--- config.mk ---
export PLATFORM = sky130hd
export DESIGN_NAME = sfc_port
export DESIGN_NICKNAME = d
export VERILOG_FILES = /design/src/hw/sfc_pkg.sv /design/src/hw/sfc_port.sv /design/src/hw/sfc_page_buf.sv /design/src/hw/sfc_spi_byte.sv
export VERILOG_INCLUDE_DIRS = /design/src /design/src/hw
export SDC_FILE = /design/constraint.sdc
export NUM_CORES = 2
export LEC_CHECK = 0
export BUFFER_PORTS_ARGS = -buffer_cell sky130_fd_sc_hd__buf_2
export CORE_UTILIZATION = 30
export CTS_CLUSTER_DIAMETER = 150
export CTS_CLUSTER_SIZE = 8
export DETAILED_ROUTE_END_ITERATION = 10
export GPL_TIMING_DRIVEN = 0
export PLACE_DENSITY = 0.42
export SYNTH_ARGS = -nofsm -noshare
export SYNTH_HDL_FRONTEND = slang
export SYNTH_HIERARCHICAL = 1
export SYNTH_SLANG_ARGS = --single-unit
--- constraint.sdc ---
create_clock -name clk_sys_in -period 3 [get_ports clk_sys_in]
set_input_delay 0.15 -clock clk_sys_in [delete_from_list [all_inputs] [get_ports clk_sys_in]]
set_output_delay 0.15 -clock clk_sys_in [all_outputs]
set_load 0.01 [all_outputs]
--- src/hw/sfc_map.svh ---
// Function
// - Identification request fetches the flash ID onto silicon_ident_out.
// - Status request reads the flash status register onto the status byte output.
// - Erase request starts erasing the sector holding the latched address.
// - Any address inside the sector selects that sector for erase.
// - Protection request writes the data byte into the flash status register.
// - While shift strobe is high and the port is idle, each clock edge stores a byte into page buffer until it is full.
// - Writes and erases start only if the write permit input is high when the request is taken.
// - Without the permit input, all writes and erases are permitted.
// - Single-byte write programs the data byte at the given address.
// - Page write programs buffered bytes from the address onward.
// - Busy is high while an instruction runs, low once it completes.
// - Erase of a protected sector aborts; illegal flag high two cycles around busy fall.
// - Identification value holds until reset or the next identification request completes; sample after busy falls.
`ifndef SFC_MAP_SVH
`define SFC_MAP_SVH
`define SFC_OPC_WREN     8'h06
`define SFC_OPC_RDSR     8'h05
`define SFC_OPC_WRSR     8'h01
`define SFC_OPC_PP       8'h02
`define SFC_OPC_SE       8'hD8
`define SFC_OPC_SID      8'hAB
`define SFC_LEN_SID      9'h005
`define SFC_LEN_RDSR     9'h002
`define SFC_LEN_WREN     9'h001
`define SFC_LEN_SE       9'h004
`define SFC_LEN_WRSR     9'h002
`define SFC_HDR_LEN      9'h004
`define SFC_SR_WIP       0
`define SFC_SR_BP_LSB    2
`define SFC_SECTOR_LSB   16
`define SFC_REG_IRQ_STAT 4'h0
`define SFC_REG_IRQ_MASK 4'h1
`define SFC_REG_STATE    4'h2
`define SFC_EV_DONE      0
`define SFC_EV_ILL_ERASE 1
`define SFC_EV_ILL_WRITE 2
`define SFC_EV_REFUSED   3
`define SFC_RST_MASK     4'h0
`define SFC_RST_BYTE     8'h00
`endif

--- src/hw/sfc_pkg.sv ---
package sfc_pkg;

   typedef enum logic [2:0] {S_IDLE, S_LOAD, S_SEND, S_WAIT, S_GAP, S_ABORT} sfc_state_t;

   typedef enum logic [2:0] {OP_SID, OP_RDSR, OP_ERASE, OP_PROT, OP_WRITE} sfc_op_t;

   typedef enum logic [2:0] {FR_SID, FR_RDSR, FR_WREN, FR_SE, FR_WRSR, FR_PP, FR_POLL} sfc_fr_t;

endpackage : sfc_pkg

--- src/hw/sfc_port.sv ---
// Our own choices: the register addresses and strobed register access.
`timescale 1ns/1ns
`include "sfc_map.svh"
module sfc_port
#(
   parameter int PAGE_BYTES     = 256,
   parameter int NUM_SECTORS    = 32,
   parameter bit PERMIT_PRESENT = 1'b1
)
(
   input  wire logic        clk_sys_in,
   input  wire logic        rst_in,
   input  wire logic        sid_req_in,
   input  wire logic        status_req_in,
   input  wire logic        erase_req_in,
   input  wire logic        protect_req_in,
   input  wire logic        write_req_in,
   input  wire logic        shift_bytes_in,
   input  wire logic        write_permit_in,
   input  wire logic [23:0] addr_in,
   input  wire logic [7:0]  data_in,
   output logic      [7:0]  silicon_ident_out,
   output logic      [7:0]  status_byte_out,
   output logic             busy_out,
   output logic             illegal_erase_out,
   output logic             illegal_write_out,
   output logic             flash_sclk_out,
   output logic             flash_cs_n_out,
   output logic             flash_mosi_out,
   input  wire logic        flash_miso_in,
   input  wire logic [3:0]  reg_addr_in,
   input  wire logic [7:0]  reg_wdata_in,
   input  wire logic        reg_wr_in,
   input  wire logic        reg_rd_in,
   output logic      [7:0]  reg_rdata_out,
   output logic             irq_out
);

   localparam int AW = $clog2(PAGE_BYTES);

   if (PAGE_BYTES < 2 || PAGE_BYTES > 256 || (1 << AW) != PAGE_BYTES)
   begin : g_bad_page
      $error("PAGE_BYTES must be a power of two from 2 to 256");
   end
   if (NUM_SECTORS < 1 || NUM_SECTORS > 256)
   begin : g_bad_sect
      $error("NUM_SECTORS must lie from 1 to 256");
   end

   sfc_pkg::sfc_state_t state_reg;
   sfc_pkg::sfc_state_t state_next;
   sfc_pkg::sfc_op_t    op_reg;
   sfc_pkg::sfc_op_t    op_next;
   sfc_pkg::sfc_op_t    op_take;
   sfc_pkg::sfc_fr_t    fr_reg;
   sfc_pkg::sfc_fr_t    fr_next;
   sfc_pkg::sfc_fr_t    fr_first;
   logic [8:0]          idx_reg;
   logic [8:0]          idx_next;
   logic [8:0]          pcnt_reg;
   logic [23:0]         addr_reg;
   logic [7:0]          data_reg;
   logic [1:0]          ill_e_reg;
   logic [1:0]          ill_w_reg;
   logic [3:0]          irq_stat_reg;
   logic [3:0]          irq_mask_reg;
   logic                eng_done;
   logic [7:0]          eng_rx;
   logic [7:0]          buf_rdata;
   logic                in_frame_reg;

   // Byte sent at a given position of a flash frame
   function automatic logic [7:0] fr_byte(input sfc_pkg::sfc_fr_t fr,
                                          input logic [8:0]       i,
                                          input logic [23:0]      a,
                                          input logic [7:0]       d,
                                          input logic [7:0]       pb,
                                          input logic             pg);
      logic [7:0] ab;
      ab = (i == 9'h001) ? a[23:16] : (i == 9'h002) ? a[15:8] : a[7:0];
      case (fr)
         sfc_pkg::FR_SID:  fr_byte = (i == 9'h000) ? `SFC_OPC_SID : 8'h00;
         sfc_pkg::FR_WREN: fr_byte = `SFC_OPC_WREN;
         sfc_pkg::FR_SE:   fr_byte = (i == 9'h000) ? `SFC_OPC_SE : ab;
         sfc_pkg::FR_WRSR: fr_byte = (i == 9'h000) ? `SFC_OPC_WRSR : d;
         sfc_pkg::FR_PP:
         begin
            if (i == 9'h000)
               fr_byte = `SFC_OPC_PP;
            else if (i < `SFC_HDR_LEN)
               fr_byte = ab;
            else
               fr_byte = pg ? pb : d;
         end
         default:          fr_byte = (i == 9'h000) ? `SFC_OPC_RDSR : 8'h00;
      endcase
   endfunction : fr_byte

   // Number of bytes in a flash frame
   function automatic logic [8:0] fr_len(input sfc_pkg::sfc_fr_t fr,
                                         input logic [8:0]       pc);
      case (fr)
         sfc_pkg::FR_SID:  fr_len = `SFC_LEN_SID;
         sfc_pkg::FR_WREN: fr_len = `SFC_LEN_WREN;
         sfc_pkg::FR_SE:   fr_len = `SFC_LEN_SE;
         sfc_pkg::FR_WRSR: fr_len = `SFC_LEN_WRSR;
         sfc_pkg::FR_PP:   fr_len = `SFC_HDR_LEN + ((pc == 9'h000) ? 9'h001 : pc);
         default:          fr_len = `SFC_LEN_RDSR;
      endcase
   endfunction : fr_len

   // Block protect bits guard the top 2^(bp-1) sectors
   function automatic logic prot_hit(input logic [7:0] sr, input logic [23:0] a);
      logic [2:0] bp;
      logic [9:0] span;
      bp   = sr[`SFC_SR_BP_LSB +: 3];
      span = (bp == 3'h0) ? 10'h000 : (10'h001 << (bp - 3'h1));
      prot_hit = (bp != 3'h0) &&
                 (({2'b00, a[`SFC_SECTOR_LSB +: 8]} + span) >= 10'(NUM_SECTORS));
   endfunction : prot_hit

   // Command acceptance
   wire idle       = (state_reg == sfc_pkg::S_IDLE);
   wire permit     = !PERMIT_PRESENT || write_permit_in;
   wire rd_req     = sid_req_in | status_req_in;
   wire wr_req     = erase_req_in | protect_req_in | write_req_in;
   wire take_rd    = idle & rd_req;
   wire take_wr    = idle & !rd_req & wr_req & permit;
   wire refuse     = idle & !rd_req & wr_req & !permit;
   wire accept     = take_rd | take_wr;
   wire page_mode  = (pcnt_reg != 9'h000);
   wire buf_wr     = shift_bytes_in & idle & (pcnt_reg < 9'(PAGE_BYTES));
   wire [8:0] boff = idx_reg - `SFC_HDR_LEN;
   wire eng_start  = (state_reg == sfc_pkg::S_SEND);
   wire [7:0] tx   = fr_byte(fr_reg, idx_reg, addr_reg, data_reg, buf_rdata, page_mode);
   wire fin        = (state_reg == sfc_pkg::S_GAP) && (state_next == sfc_pkg::S_IDLE);
   wire to_abort   = (state_reg == sfc_pkg::S_GAP) && (state_next == sfc_pkg::S_ABORT);
   wire abort_e    = to_abort && (op_reg == sfc_pkg::OP_ERASE);
   wire abort_w    = to_abort && (op_reg == sfc_pkg::OP_WRITE);
   wire in_frame   = (state_next == sfc_pkg::S_LOAD) || (state_next == sfc_pkg::S_SEND) ||
                     (state_next == sfc_pkg::S_WAIT);

   assign op_take  = sid_req_in     ? sfc_pkg::OP_SID   :
                     status_req_in  ? sfc_pkg::OP_RDSR  :
                     erase_req_in   ? sfc_pkg::OP_ERASE :
                     protect_req_in ? sfc_pkg::OP_PROT  : sfc_pkg::OP_WRITE;

   // Erase and write read the protection bits first
   assign fr_first = (op_take == sfc_pkg::OP_SID)  ? sfc_pkg::FR_SID  :
                     (op_take == sfc_pkg::OP_PROT) ? sfc_pkg::FR_WREN : sfc_pkg::FR_RDSR;

   assign busy_out          = !idle;
   assign illegal_erase_out = ill_e_reg[0];
   assign illegal_write_out = ill_w_reg[0];
   assign flash_cs_n_out    = !in_frame_reg;

   // Frame sequencer
   always_comb
   begin
      state_next = state_reg;
      op_next    = op_reg;
      fr_next    = fr_reg;
      idx_next   = idx_reg;
      case (state_reg)
         sfc_pkg::S_IDLE:
         begin
            if (accept)
            begin
               op_next    = op_take;
               fr_next    = fr_first;
               idx_next   = 9'h000;
               state_next = sfc_pkg::S_LOAD;
            end
         end
         sfc_pkg::S_LOAD:
            state_next = sfc_pkg::S_SEND;
         sfc_pkg::S_SEND:
            state_next = sfc_pkg::S_WAIT;
         sfc_pkg::S_WAIT:
         begin
            if (eng_done)
            begin
               if ((idx_reg + 9'h001) < fr_len(fr_reg, pcnt_reg))
               begin
                  idx_next   = idx_reg + 9'h001;
                  state_next = sfc_pkg::S_LOAD;
               end
               else
                  state_next = sfc_pkg::S_GAP;
            end
         end
         sfc_pkg::S_GAP:
         begin
            idx_next   = 9'h000;
            state_next = sfc_pkg::S_LOAD;
            case (fr_reg)
               sfc_pkg::FR_SID:
                  state_next = sfc_pkg::S_IDLE;
               sfc_pkg::FR_RDSR:
               begin
                  if (op_reg == sfc_pkg::OP_RDSR)
                     state_next = sfc_pkg::S_IDLE;
                  else if (prot_hit(eng_rx, addr_reg))
                     state_next = sfc_pkg::S_ABORT;
                  else
                     fr_next = sfc_pkg::FR_WREN;
               end
               sfc_pkg::FR_WREN:
               begin
                  if (op_reg == sfc_pkg::OP_ERASE)
                     fr_next = sfc_pkg::FR_SE;
                  else if (op_reg == sfc_pkg::OP_PROT)
                     fr_next = sfc_pkg::FR_WRSR;
                  else
                     fr_next = sfc_pkg::FR_PP;
               end
               sfc_pkg::FR_POLL:
               begin
                  if (!eng_rx[`SFC_SR_WIP])
                     state_next = sfc_pkg::S_IDLE;
               end
               default:
                  fr_next = sfc_pkg::FR_POLL;
            endcase
         end
         sfc_pkg::S_ABORT:
            state_next = sfc_pkg::S_IDLE;
         default:
            state_next = sfc_pkg::S_IDLE;
      endcase
   end

   always_ff @(posedge clk_sys_in)
   begin
      if (rst_in)
      begin
         state_reg    <= sfc_pkg::S_IDLE;
         op_reg       <= sfc_pkg::OP_SID;
         fr_reg       <= sfc_pkg::FR_SID;
         idx_reg      <= 9'h000;
         in_frame_reg <= 1'b0;
      end
      else
      begin
         state_reg    <= state_next;
         op_reg       <= op_next;
         fr_reg       <= fr_next;
         idx_reg      <= idx_next;
         in_frame_reg <= in_frame;
      end
   end

   // Latch request operands
   always_ff @(posedge clk_sys_in)
   begin
      if (rst_in)
      begin
         addr_reg <= 24'h000000;
         data_reg <= `SFC_RST_BYTE;
      end
      else if (accept)
      begin
         addr_reg <= addr_in;
         data_reg <= data_in;
      end
   end

   // Page byte count, emptied when the write ends
   always_ff @(posedge clk_sys_in)
   begin
      if (rst_in)
         pcnt_reg <= 9'h000;
      else if ((fin || to_abort) && op_reg == sfc_pkg::OP_WRITE)
         pcnt_reg <= 9'h000;
      else if (buf_wr)
         pcnt_reg <= pcnt_reg + 9'h001;
   end

   // Results and abort flags
   always_ff @(posedge clk_sys_in)
   begin
      if (rst_in)
      begin
         silicon_ident_out <= `SFC_RST_BYTE;
         status_byte_out   <= `SFC_RST_BYTE;
         ill_e_reg         <= 2'b00;
         ill_w_reg         <= 2'b00;
      end
      else
      begin
         if (fin && fr_reg == sfc_pkg::FR_SID)
            silicon_ident_out <= eng_rx;
         if (fin && fr_reg == sfc_pkg::FR_RDSR)
            status_byte_out <= eng_rx;
         ill_e_reg <= abort_e ? 2'b11 : {1'b0, ill_e_reg[1]};
         ill_w_reg <= abort_w ? 2'b11 : {1'b0, ill_w_reg[1]};
      end
   end

   // Software port: sticky events, mask, state
   wire       wr_stat = reg_wr_in && (reg_addr_in == `SFC_REG_IRQ_STAT);
   wire       wr_mask = reg_wr_in && (reg_addr_in == `SFC_REG_IRQ_MASK);
   wire [3:0] ev      = {refuse, abort_w, abort_e, fin};
   wire [3:0] w1c     = wr_stat ? reg_wdata_in[3:0] : 4'h0;
   wire [7:0] rd_word = (reg_addr_in == `SFC_REG_IRQ_STAT) ? {4'h0, irq_stat_reg} :
                        (reg_addr_in == `SFC_REG_IRQ_MASK) ? {4'h0, irq_mask_reg} :
                        (reg_addr_in == `SFC_REG_STATE)    ? {6'h00, page_mode, !idle} :
                        8'h00;

   assign irq_out = |(irq_stat_reg & irq_mask_reg);

   always_ff @(posedge clk_sys_in)
   begin
      if (rst_in)
      begin
         irq_stat_reg  <= 4'h0;
         irq_mask_reg  <= `SFC_RST_MASK;
         reg_rdata_out <= 8'h00;
      end
      else
      begin
         irq_stat_reg  <= (irq_stat_reg & ~w1c) | ev;
         reg_rdata_out <= reg_rd_in ? rd_word : 8'h00;
         if (wr_mask)
            irq_mask_reg <= reg_wdata_in[3:0];
      end
   end

   sfc_page_buf
   #(
      .WIDTH (8),
      .DEPTH (PAGE_BYTES)
   )
   u_buf
   (
      .clk_sys_in  (clk_sys_in),
      .rst_in      (rst_in),
      .wr_en_in    (buf_wr),
      .wr_addr_in  (pcnt_reg[AW-1:0]),
      .wr_data_in  (data_in),
      .rd_addr_in  (boff[AW-1:0]),
      .rd_data_out (buf_rdata)
   );

   sfc_spi_byte u_eng
   (
      .clk_sys_in (clk_sys_in),
      .rst_in     (rst_in),
      .start_in   (eng_start),
      .tx_in      (tx),
      .miso_in    (flash_miso_in),
      .sclk_out   (flash_sclk_out),
      .mosi_out   (flash_mosi_out),
      .rx_out     (eng_rx),
      .done_out   (eng_done)
   );

endmodule : sfc_port

--- src/hw/sfc_page_buf.sv ---
`timescale 1ns/1ns
module sfc_page_buf
#(
   parameter int WIDTH = 8,
   parameter int DEPTH = 256
)
(
   input  wire logic                     clk_sys_in,
   input  wire logic                     rst_in,
   input  wire logic                     wr_en_in,
   input  wire logic [$clog2(DEPTH)-1:0] wr_addr_in,
   input  wire logic [WIDTH-1:0]         wr_data_in,
   input  wire logic [$clog2(DEPTH)-1:0] rd_addr_in,
   output logic      [WIDTH-1:0]         rd_data_out
);

   if (WIDTH < 1 || DEPTH < 2)
   begin : g_bad_size
      $error("sfc_page_buf needs WIDTH >= 1 and DEPTH >= 2");
   end

   logic [WIDTH-1:0] mem [DEPTH];

   // Stores shifted bytes
   always_ff @(posedge clk_sys_in)
   begin
      if (wr_en_in)
      begin
         mem[wr_addr_in] <= wr_data_in;
      end
   end

   // Registered read port
   always_ff @(posedge clk_sys_in)
   begin
      if (rst_in)
      begin
         rd_data_out <= '0;
      end
      else
      begin
         rd_data_out <= mem[rd_addr_in];
      end
   end

endmodule : sfc_page_buf

--- src/hw/sfc_spi_byte.sv ---
`timescale 1ns/1ns
module sfc_spi_byte
(
   input  wire logic       clk_sys_in,
   input  wire logic       rst_in,
   input  wire logic       start_in,
   input  wire logic [7:0] tx_in,
   input  wire logic       miso_in,
   output logic            sclk_out,
   output logic            mosi_out,
   output logic [7:0]      rx_out,
   output logic            done_out
);

   logic       act_reg;
   logic [2:0] cnt_reg;
   logic [7:0] sh_reg;

   wire last_fall = act_reg & sclk_out & (cnt_reg == 3'h7);

   // Mode 0, one bit per two system clocks, sample on rising edge
   always_ff @(posedge clk_sys_in)
   begin
      if (rst_in)
      begin
         act_reg  <= 1'b0;
         cnt_reg  <= 3'h0;
         sh_reg   <= 8'h00;
         sclk_out <= 1'b0;
         mosi_out <= 1'b0;
         rx_out   <= 8'h00;
         done_out <= 1'b0;
      end
      else
      begin
         done_out <= last_fall;
         if (start_in && !act_reg)
         begin
            act_reg  <= 1'b1;
            cnt_reg  <= 3'h0;
            sh_reg   <= tx_in;
            mosi_out <= tx_in[7];
         end
         else if (act_reg && !sclk_out)
         begin
            sclk_out <= 1'b1;
            rx_out   <= {rx_out[6:0], miso_in};
         end
         else if (act_reg)
         begin
            sclk_out <= 1'b0;
            act_reg  <= !last_fall;
            cnt_reg  <= cnt_reg + 3'h1;
            sh_reg   <= {sh_reg[6:0], 1'b0};
            mosi_out <= sh_reg[6];
         end
      end
   end

endmodule : sfc_spi_byte

Word level (Yosys, flattened, before mapping):

Memory sizes are Yosys's and may differ from the RTL's. A register that Yosys moved wholly into a read port is not among the register bits.
Cells that the tools add are included.

* output and inout port bits: 31
* input bits: 56
* bits in writable memories: 2048
* ROM bits: 0
* register bits: 118
* memories kept: 1
* latch bits: 0

Memories
* u_buf.mem: depth 256, bits a word 8, read ports 1, clocked after memory_dff 1, write ports 1, RTL line sfc_page_buf.sv:22 `logic [WIDTH-1:0] mem [DEPTH];`

* add/subtract/negate cells: 7
* reductions and logical operators: 49
* muxes and demuxes: 59
* equality and inequality tests: 31
* multiply operators: 0
* shifts and indexed selects: 1
* div/mod/pow operators: 0
* $lt $le $gt $ge: 4
* bitwise gates (word level): 20

Operator list (number)
* 2-to-1 mux 8 bit: 8
* 2-to-1 mux 9 bit: 6
* 2-to-1 mux 3 bit: 14
* one-hot mux 8 bit (5 select lines): 1
* one-hot mux 9 bit (4 select lines): 1
* == test 3 x 2 -> 1 bit, second input constant: 9
* one-hot mux 9 bit (3 select lines): 1
* == test 3 bit, second input constant: 7
* 2-to-1 mux 7 bit: 3
* adder 9 x 1 -> 9 bit, second input constant: 2
* logical NOT 9 bit: 2
* one-hot mux 3 bit (3 select lines): 2
* logical NOT 3 bit: 5
* one-hot mux 3 bit (5 select lines): 1
* == test 3 x 1 -> 1 bit, second input constant: 4
* logical AND 1 bit: 12
* 2-to-1 mux 1 bit: 12
* 2-to-1 mux 4 bit: 3
* adder 8 x 10 -> 10 bit: 1
* >= comparator 10 x 6 -> 1 bit, second input constant: 1
* 2-to-1 mux 10 bit: 1
* 2-to-1 mux 2 bit: 5
* AND reduction 2 bit: 5
* << shifter 1 x 3 -> 10 bit, first input constant: 1
* 31 further kinds: 64

Depth between registers and ports, before layout:

* depth in word-level cells: 15
* gate-level depth with buffers: 14
* mapped depth without buffers: 14

Hierarchy:

Netlist, hierarchy kept.

Modules (own cells, without submodules)
* sfc_page_buf: times used 1, seq. area each 61659.1 um^2, area each 80597.3 um^2, cells each 4027
* sfc_port: times used 1, seq. area each 1841.8 um^2, area each 5262.5 um^2, cells each 672
* sfc_spi_byte: times used 1, seq. area each 440.4 um^2, area each 963.4 um^2, cells each 104

Least setup slack after synthesis:

Ideal clock, no wire load.

* path type: register -> register
* start: register state_reg[0]
* end: memory u_buf.mem[234][0], enable pin
* library setup time: 0.370 ns
* arrival time: 2.524 ns
* cell stages (with the launch flop): 10
* clock period less this slack: 2.894 ns
* path slack: 0.106 ns
* cells stage by stage: dfxtp_1 buf_2 nor3_2 inv_2 nor3b_2 clkbuf_1 clkbuf_1 nand3_1 clkbuf_1 nor2_1

* word-level cells in the longest chain between the ends: 5

RTL lines
* start: declaration: RTL line sfc_port.sv:50 `sfc_pkg::sfc_state_t state_reg;`
* start signal: assignment: RTL line sfc_port.sv:237 `state_reg <= sfc_pkg::S_IDLE;`
* start signal: assignment: RTL line sfc_port.sv:245 `state_reg <= state_next;`
* logical NOT 3 bit: RTL line sfc_port.sv:123 `wire idle = (state_reg == sfc_pkg::S_IDLE);`
* bitwise AND 1 bit (2 in series): RTL line sfc_port.sv:132 `wire buf_wr = shift_bytes_in & idle & (pcnt_reg < 9'(PAGE_BYTES));`
* via buf_wr: RTL line sfc_port.sv:132
* 2-to-1 mux 1 bit: RTL line sfc_page_buf.sv:27 `if (wr_en_in)`
* 2-to-1 mux 1 bit (implied by the code): RTL line sfc_page_buf.sv:29 `mem[wr_addr_in] <= wr_data_in;`
* end: declaration: RTL line sfc_page_buf.sv:22

The timed path passes the listed nets, and every way through them passes these cells.

Worst setup path in the final report:

* start: register idx_reg[1]
* end: register u_buf.rd_data_out[7] (read register of u_buf.mem)

* word-level cells in the longest chain between the ends: 1

RTL lines
* start: declaration: RTL line sfc_port.sv:58 `logic [8:0] idx_reg;`
* start signal: assignment: RTL line sfc_port.sv:248 `idx_reg <= idx_next;`
* subtractor 8 x 3 -> 8 bit (no line)
* end: declaration: RTL line sfc_page_buf.sv:14 `output logic [WIDTH-1:0] rd_data_out`

No other way between the ends.
A chain may end at the register's enable or synchronous reset.

==> run metrics <==
Total Neg Setup Slack -8.35 ns; total power 66.5 mW; Top Ports 87; GP Congestion 0.990; met3 Use GR 6.14%; startpoint class of the critical path flop; met2 usage 39.8%; Initial Utilization 30.2%; Sw Pwr 14.1 mW; worst path bufs/invs 5; Synth async-reset ratio 0%; most common flop cell mapped by yosys edfxtp_1; RSZ-0062 raised after global routing yes; Worst path top cell family by delay simple AND/OR/NAND/NOR gates; total grt overflow 0; outcome finished with violations; Worst path max stage delay 0.76 ns; layout cell share with drive strength beyond 1 32.9%; Clock Path Buffers 4; Worst Path Class, Setup flop to flop; number of global-route vias before repair 51,200; mapped cell area 0.0868 mm2; Clock power frac 47.8%; Critical Path RT 3.67 ns; Sequential Power Share 50.1%; Max IR drop VDD 411 uV; logic gate share of total power 2.1%; Util after Layout 38.1%; Hold Vio Cnt, Final 0; min cycle time layout 4.01 ns; most area-consuming cells after synthesis edfxtp_1 (71%), mux4_2 (8.6%), mux2i_1 (4.0%); share of the synthesized area in the top cell type 70.8%; CP cell instances buf_8 > buf_12 > buf_16 > buf_16 > buf_16 > mux2i_1 > o211ai_1 > nand4_1 > nand4b_1 > o41ai_4; synthesized flop and latch total 2,170; Setup-failing EPs final 74; Syn Area/Cell 18.1 um2; Port Buffers 77; largest net degree at the start of global routing 134; sequential area share after synthesis 73.6%; First-pass DRT Iterations 6; min-delay worst type input pin to flop; dpl hpwl 260 mm; FP Rows 197; Commonest cells post-synth edfxtp_1 (2,048), nor2_1 (379), mux2i_1 (346), mux4_2 (330), nand2_1 (297); worst-margin pin slew 1.58 ns; Post-Route WL 390 mm; Yosys top cell by area edfxtp_1; Slew HR -5.03%; clk_lat worst skew 0.90 ns; number of buffers created by CTS 313; failing checks max-capacitance violations, max-slew violations, negative setup slack; Final Instance Area 0.110 mm2; Placeable Area 0.288 mm2; Pwr Density 606 mW/mm2; Crit path arrival time 4.67 ns; Largest register FFs 2,048; max-slew violations 11; Post-synth EDFFs 2,048; Reg clk slew, reported paths 0.06 ns; Hold Slack 0.0724 ns; placed inst area 0.0928 mm2; WL/cell 41.4 um; antenna violations before repair 31; critical path's most frequent cell buf_16; GRT Max-Usage Layer met2; Total GRT Usage 26.2%; Layout Nets 5,672; total number of vias 54,000; CTS Sinks 2,170; Via density 5.73; TritonCTS clock tree yes; Synth cell types 103; crit-path max FO 10; Max Cap Viol 1; drt drc 0; skew final 0.0773 ns; Leak 33.7 nW; DR iter-0 viols 7,227; CP max stage cell o211ai_1; Die ar. 0.292 mm2; area added between synthesis and finish 26.5%; H-Tree Depth 5; first-pass GRT wire length 501 mm; Die Y 540 um; most common cell in the synthesized netlist edfxtp_1; internal power 52.4 mW; CP Capture Type flop; Mapped Cells 4,803; final period utilization 134%; antenna-violating nets left 0; GRT met1 Usage 34.9%; Die X 540 um; final worst slack -1.01 ns; Sw Share 21.2%; CTS root buffer clkbuf_16; yosys warns 6; Fmax 0.250 GHz
==> final cells by class <==
| cell class | count | area, um2 |
|---|---|---|
| inverter | 22 | 85.1 |
| antenna | 14 | 35.0 |
| multi-input combinational | 2316 | 23900 |
| sequential | 2170 | 64000 |
| tap | 3781 | 4730 |
| fill | 26500 | 178000 |
| timing repair buffer | 474 | 5090 |
| buffer | 291 | 3640 |
| clock inverter | 19 | 334 |
| clock buffer | 336 | 8030 |
==> final timing paths <==
check | startpoint | end | slack (ns) | cells past startpoint
setup / recovery | idx_reg[1]$_SDFFE_PP0P_ | u_buf/rd_data_out[7]$_SDFF_PP0_ | -1.01 | 10
hold reg to reg | ill_w_reg[1]$_SDFF_PP0_ | ill_w_reg[0]$_SDFF_PP0_ | 0.45 | 2
setup reg to reg | idx_reg[1]$_SDFFE_PP0P_ | u_buf/rd_data_out[7]$_SDFF_PP0_ | -1.01 | 10
hold / removal | write_req_in | idx_reg[8]$_SDFFE_PP0P_ | 0.07 | 6
==> power groups by stage <==
stage               combinational [mW]  clock [mW]  sequential (mW)
floorplan                        0.388           0             33.9
global placement                  1.15           0             34.0
detailed placement                1.26           0             33.9
CTS                               1.40        32.2             33.3
global route                      1.52        33.3             33.3
finish                            1.43        31.8             33.3
==> repair_timing <==
| action | CTS | global route |
|---|---|---|
| endpoints found under the hold margin | 548 | 0 |
| endpoints found under the setup margin | 2086 | 1910 |
| setup buffers | 191 | 110 |
| pin swaps | 138 | 78 |
| gates cloned | 2 | 1 |
| hold buffers | 64 | 0 |
| gates resized for setup | 866 | 321 |
==> through the flow <==
step	setup WS, ns	instances
6_report	-1.01	9423
5_1_grt	-0.694	9414
4_1_cts	-0.686	9301
3_5_place_dp	-2.97	8695
3_3_place_gp	-3.77	8665
2_1_floorplan	0.106	4807
==> layer usage <==
metal | vias to the layer above | routed length [um]
met5 | - | 57
met2 | 3107 | 172000
met4 | 8 | 24000
li1 | 20900 | -
met1 | 29200 | 156000
met3 | 769 | 37200
==> placed cells by master (no fill, tap or decap), drive strengths merged, types with 7 or more instances in the layout <==
cell type and n:
o211ai 7, o22ai 111, edfxtp 2048, a22oi 52, clkinv 11, xnor2 15
inv 29, dfxtp 122, nand3 76, nor3 48, a211oi 54, a31oi 12
a21oi 152, and3 10, mux4 361, and2 9, nand4 28, o221ai 80
a221oi 7, buf 598, diode 14, nor4 24, a2111oi 7, dlygate4sd3 64
nor2 379, clkbuf 437, xor2 10, ha 27, nand3b 13, or3 9
nand2b 8, nor2b 22, nand2 298, o21ai 47, mux2i 346, nor3b 12
==> worst min-delay path: cells and delay by family <==
kind / cells / cell delay, ns
compound gates: 3 / 0.46
buf+inv: 1 / 0.08
simple gates: 2 / 0.16
==> kinds of logic (layout without fill, tap and decap cells) <==
kind of cell,count (synthesis),in the layout,synth area share [%]
XOR/XNOR,25,25,0.252
AO/OA/AOI/OAI,591,592,4.71
buffers and inverters,322,1142,2.51
multiplexers,709,709,13.5
other,1,19,0.00432
flip-flops,2170,2170,73.6
adder cells (fa/ha/maj),28,28,0.412
AND/OR/NAND/NOR,957,957,4.96
No activity file was read; power rests on OpenSTA's default activity.
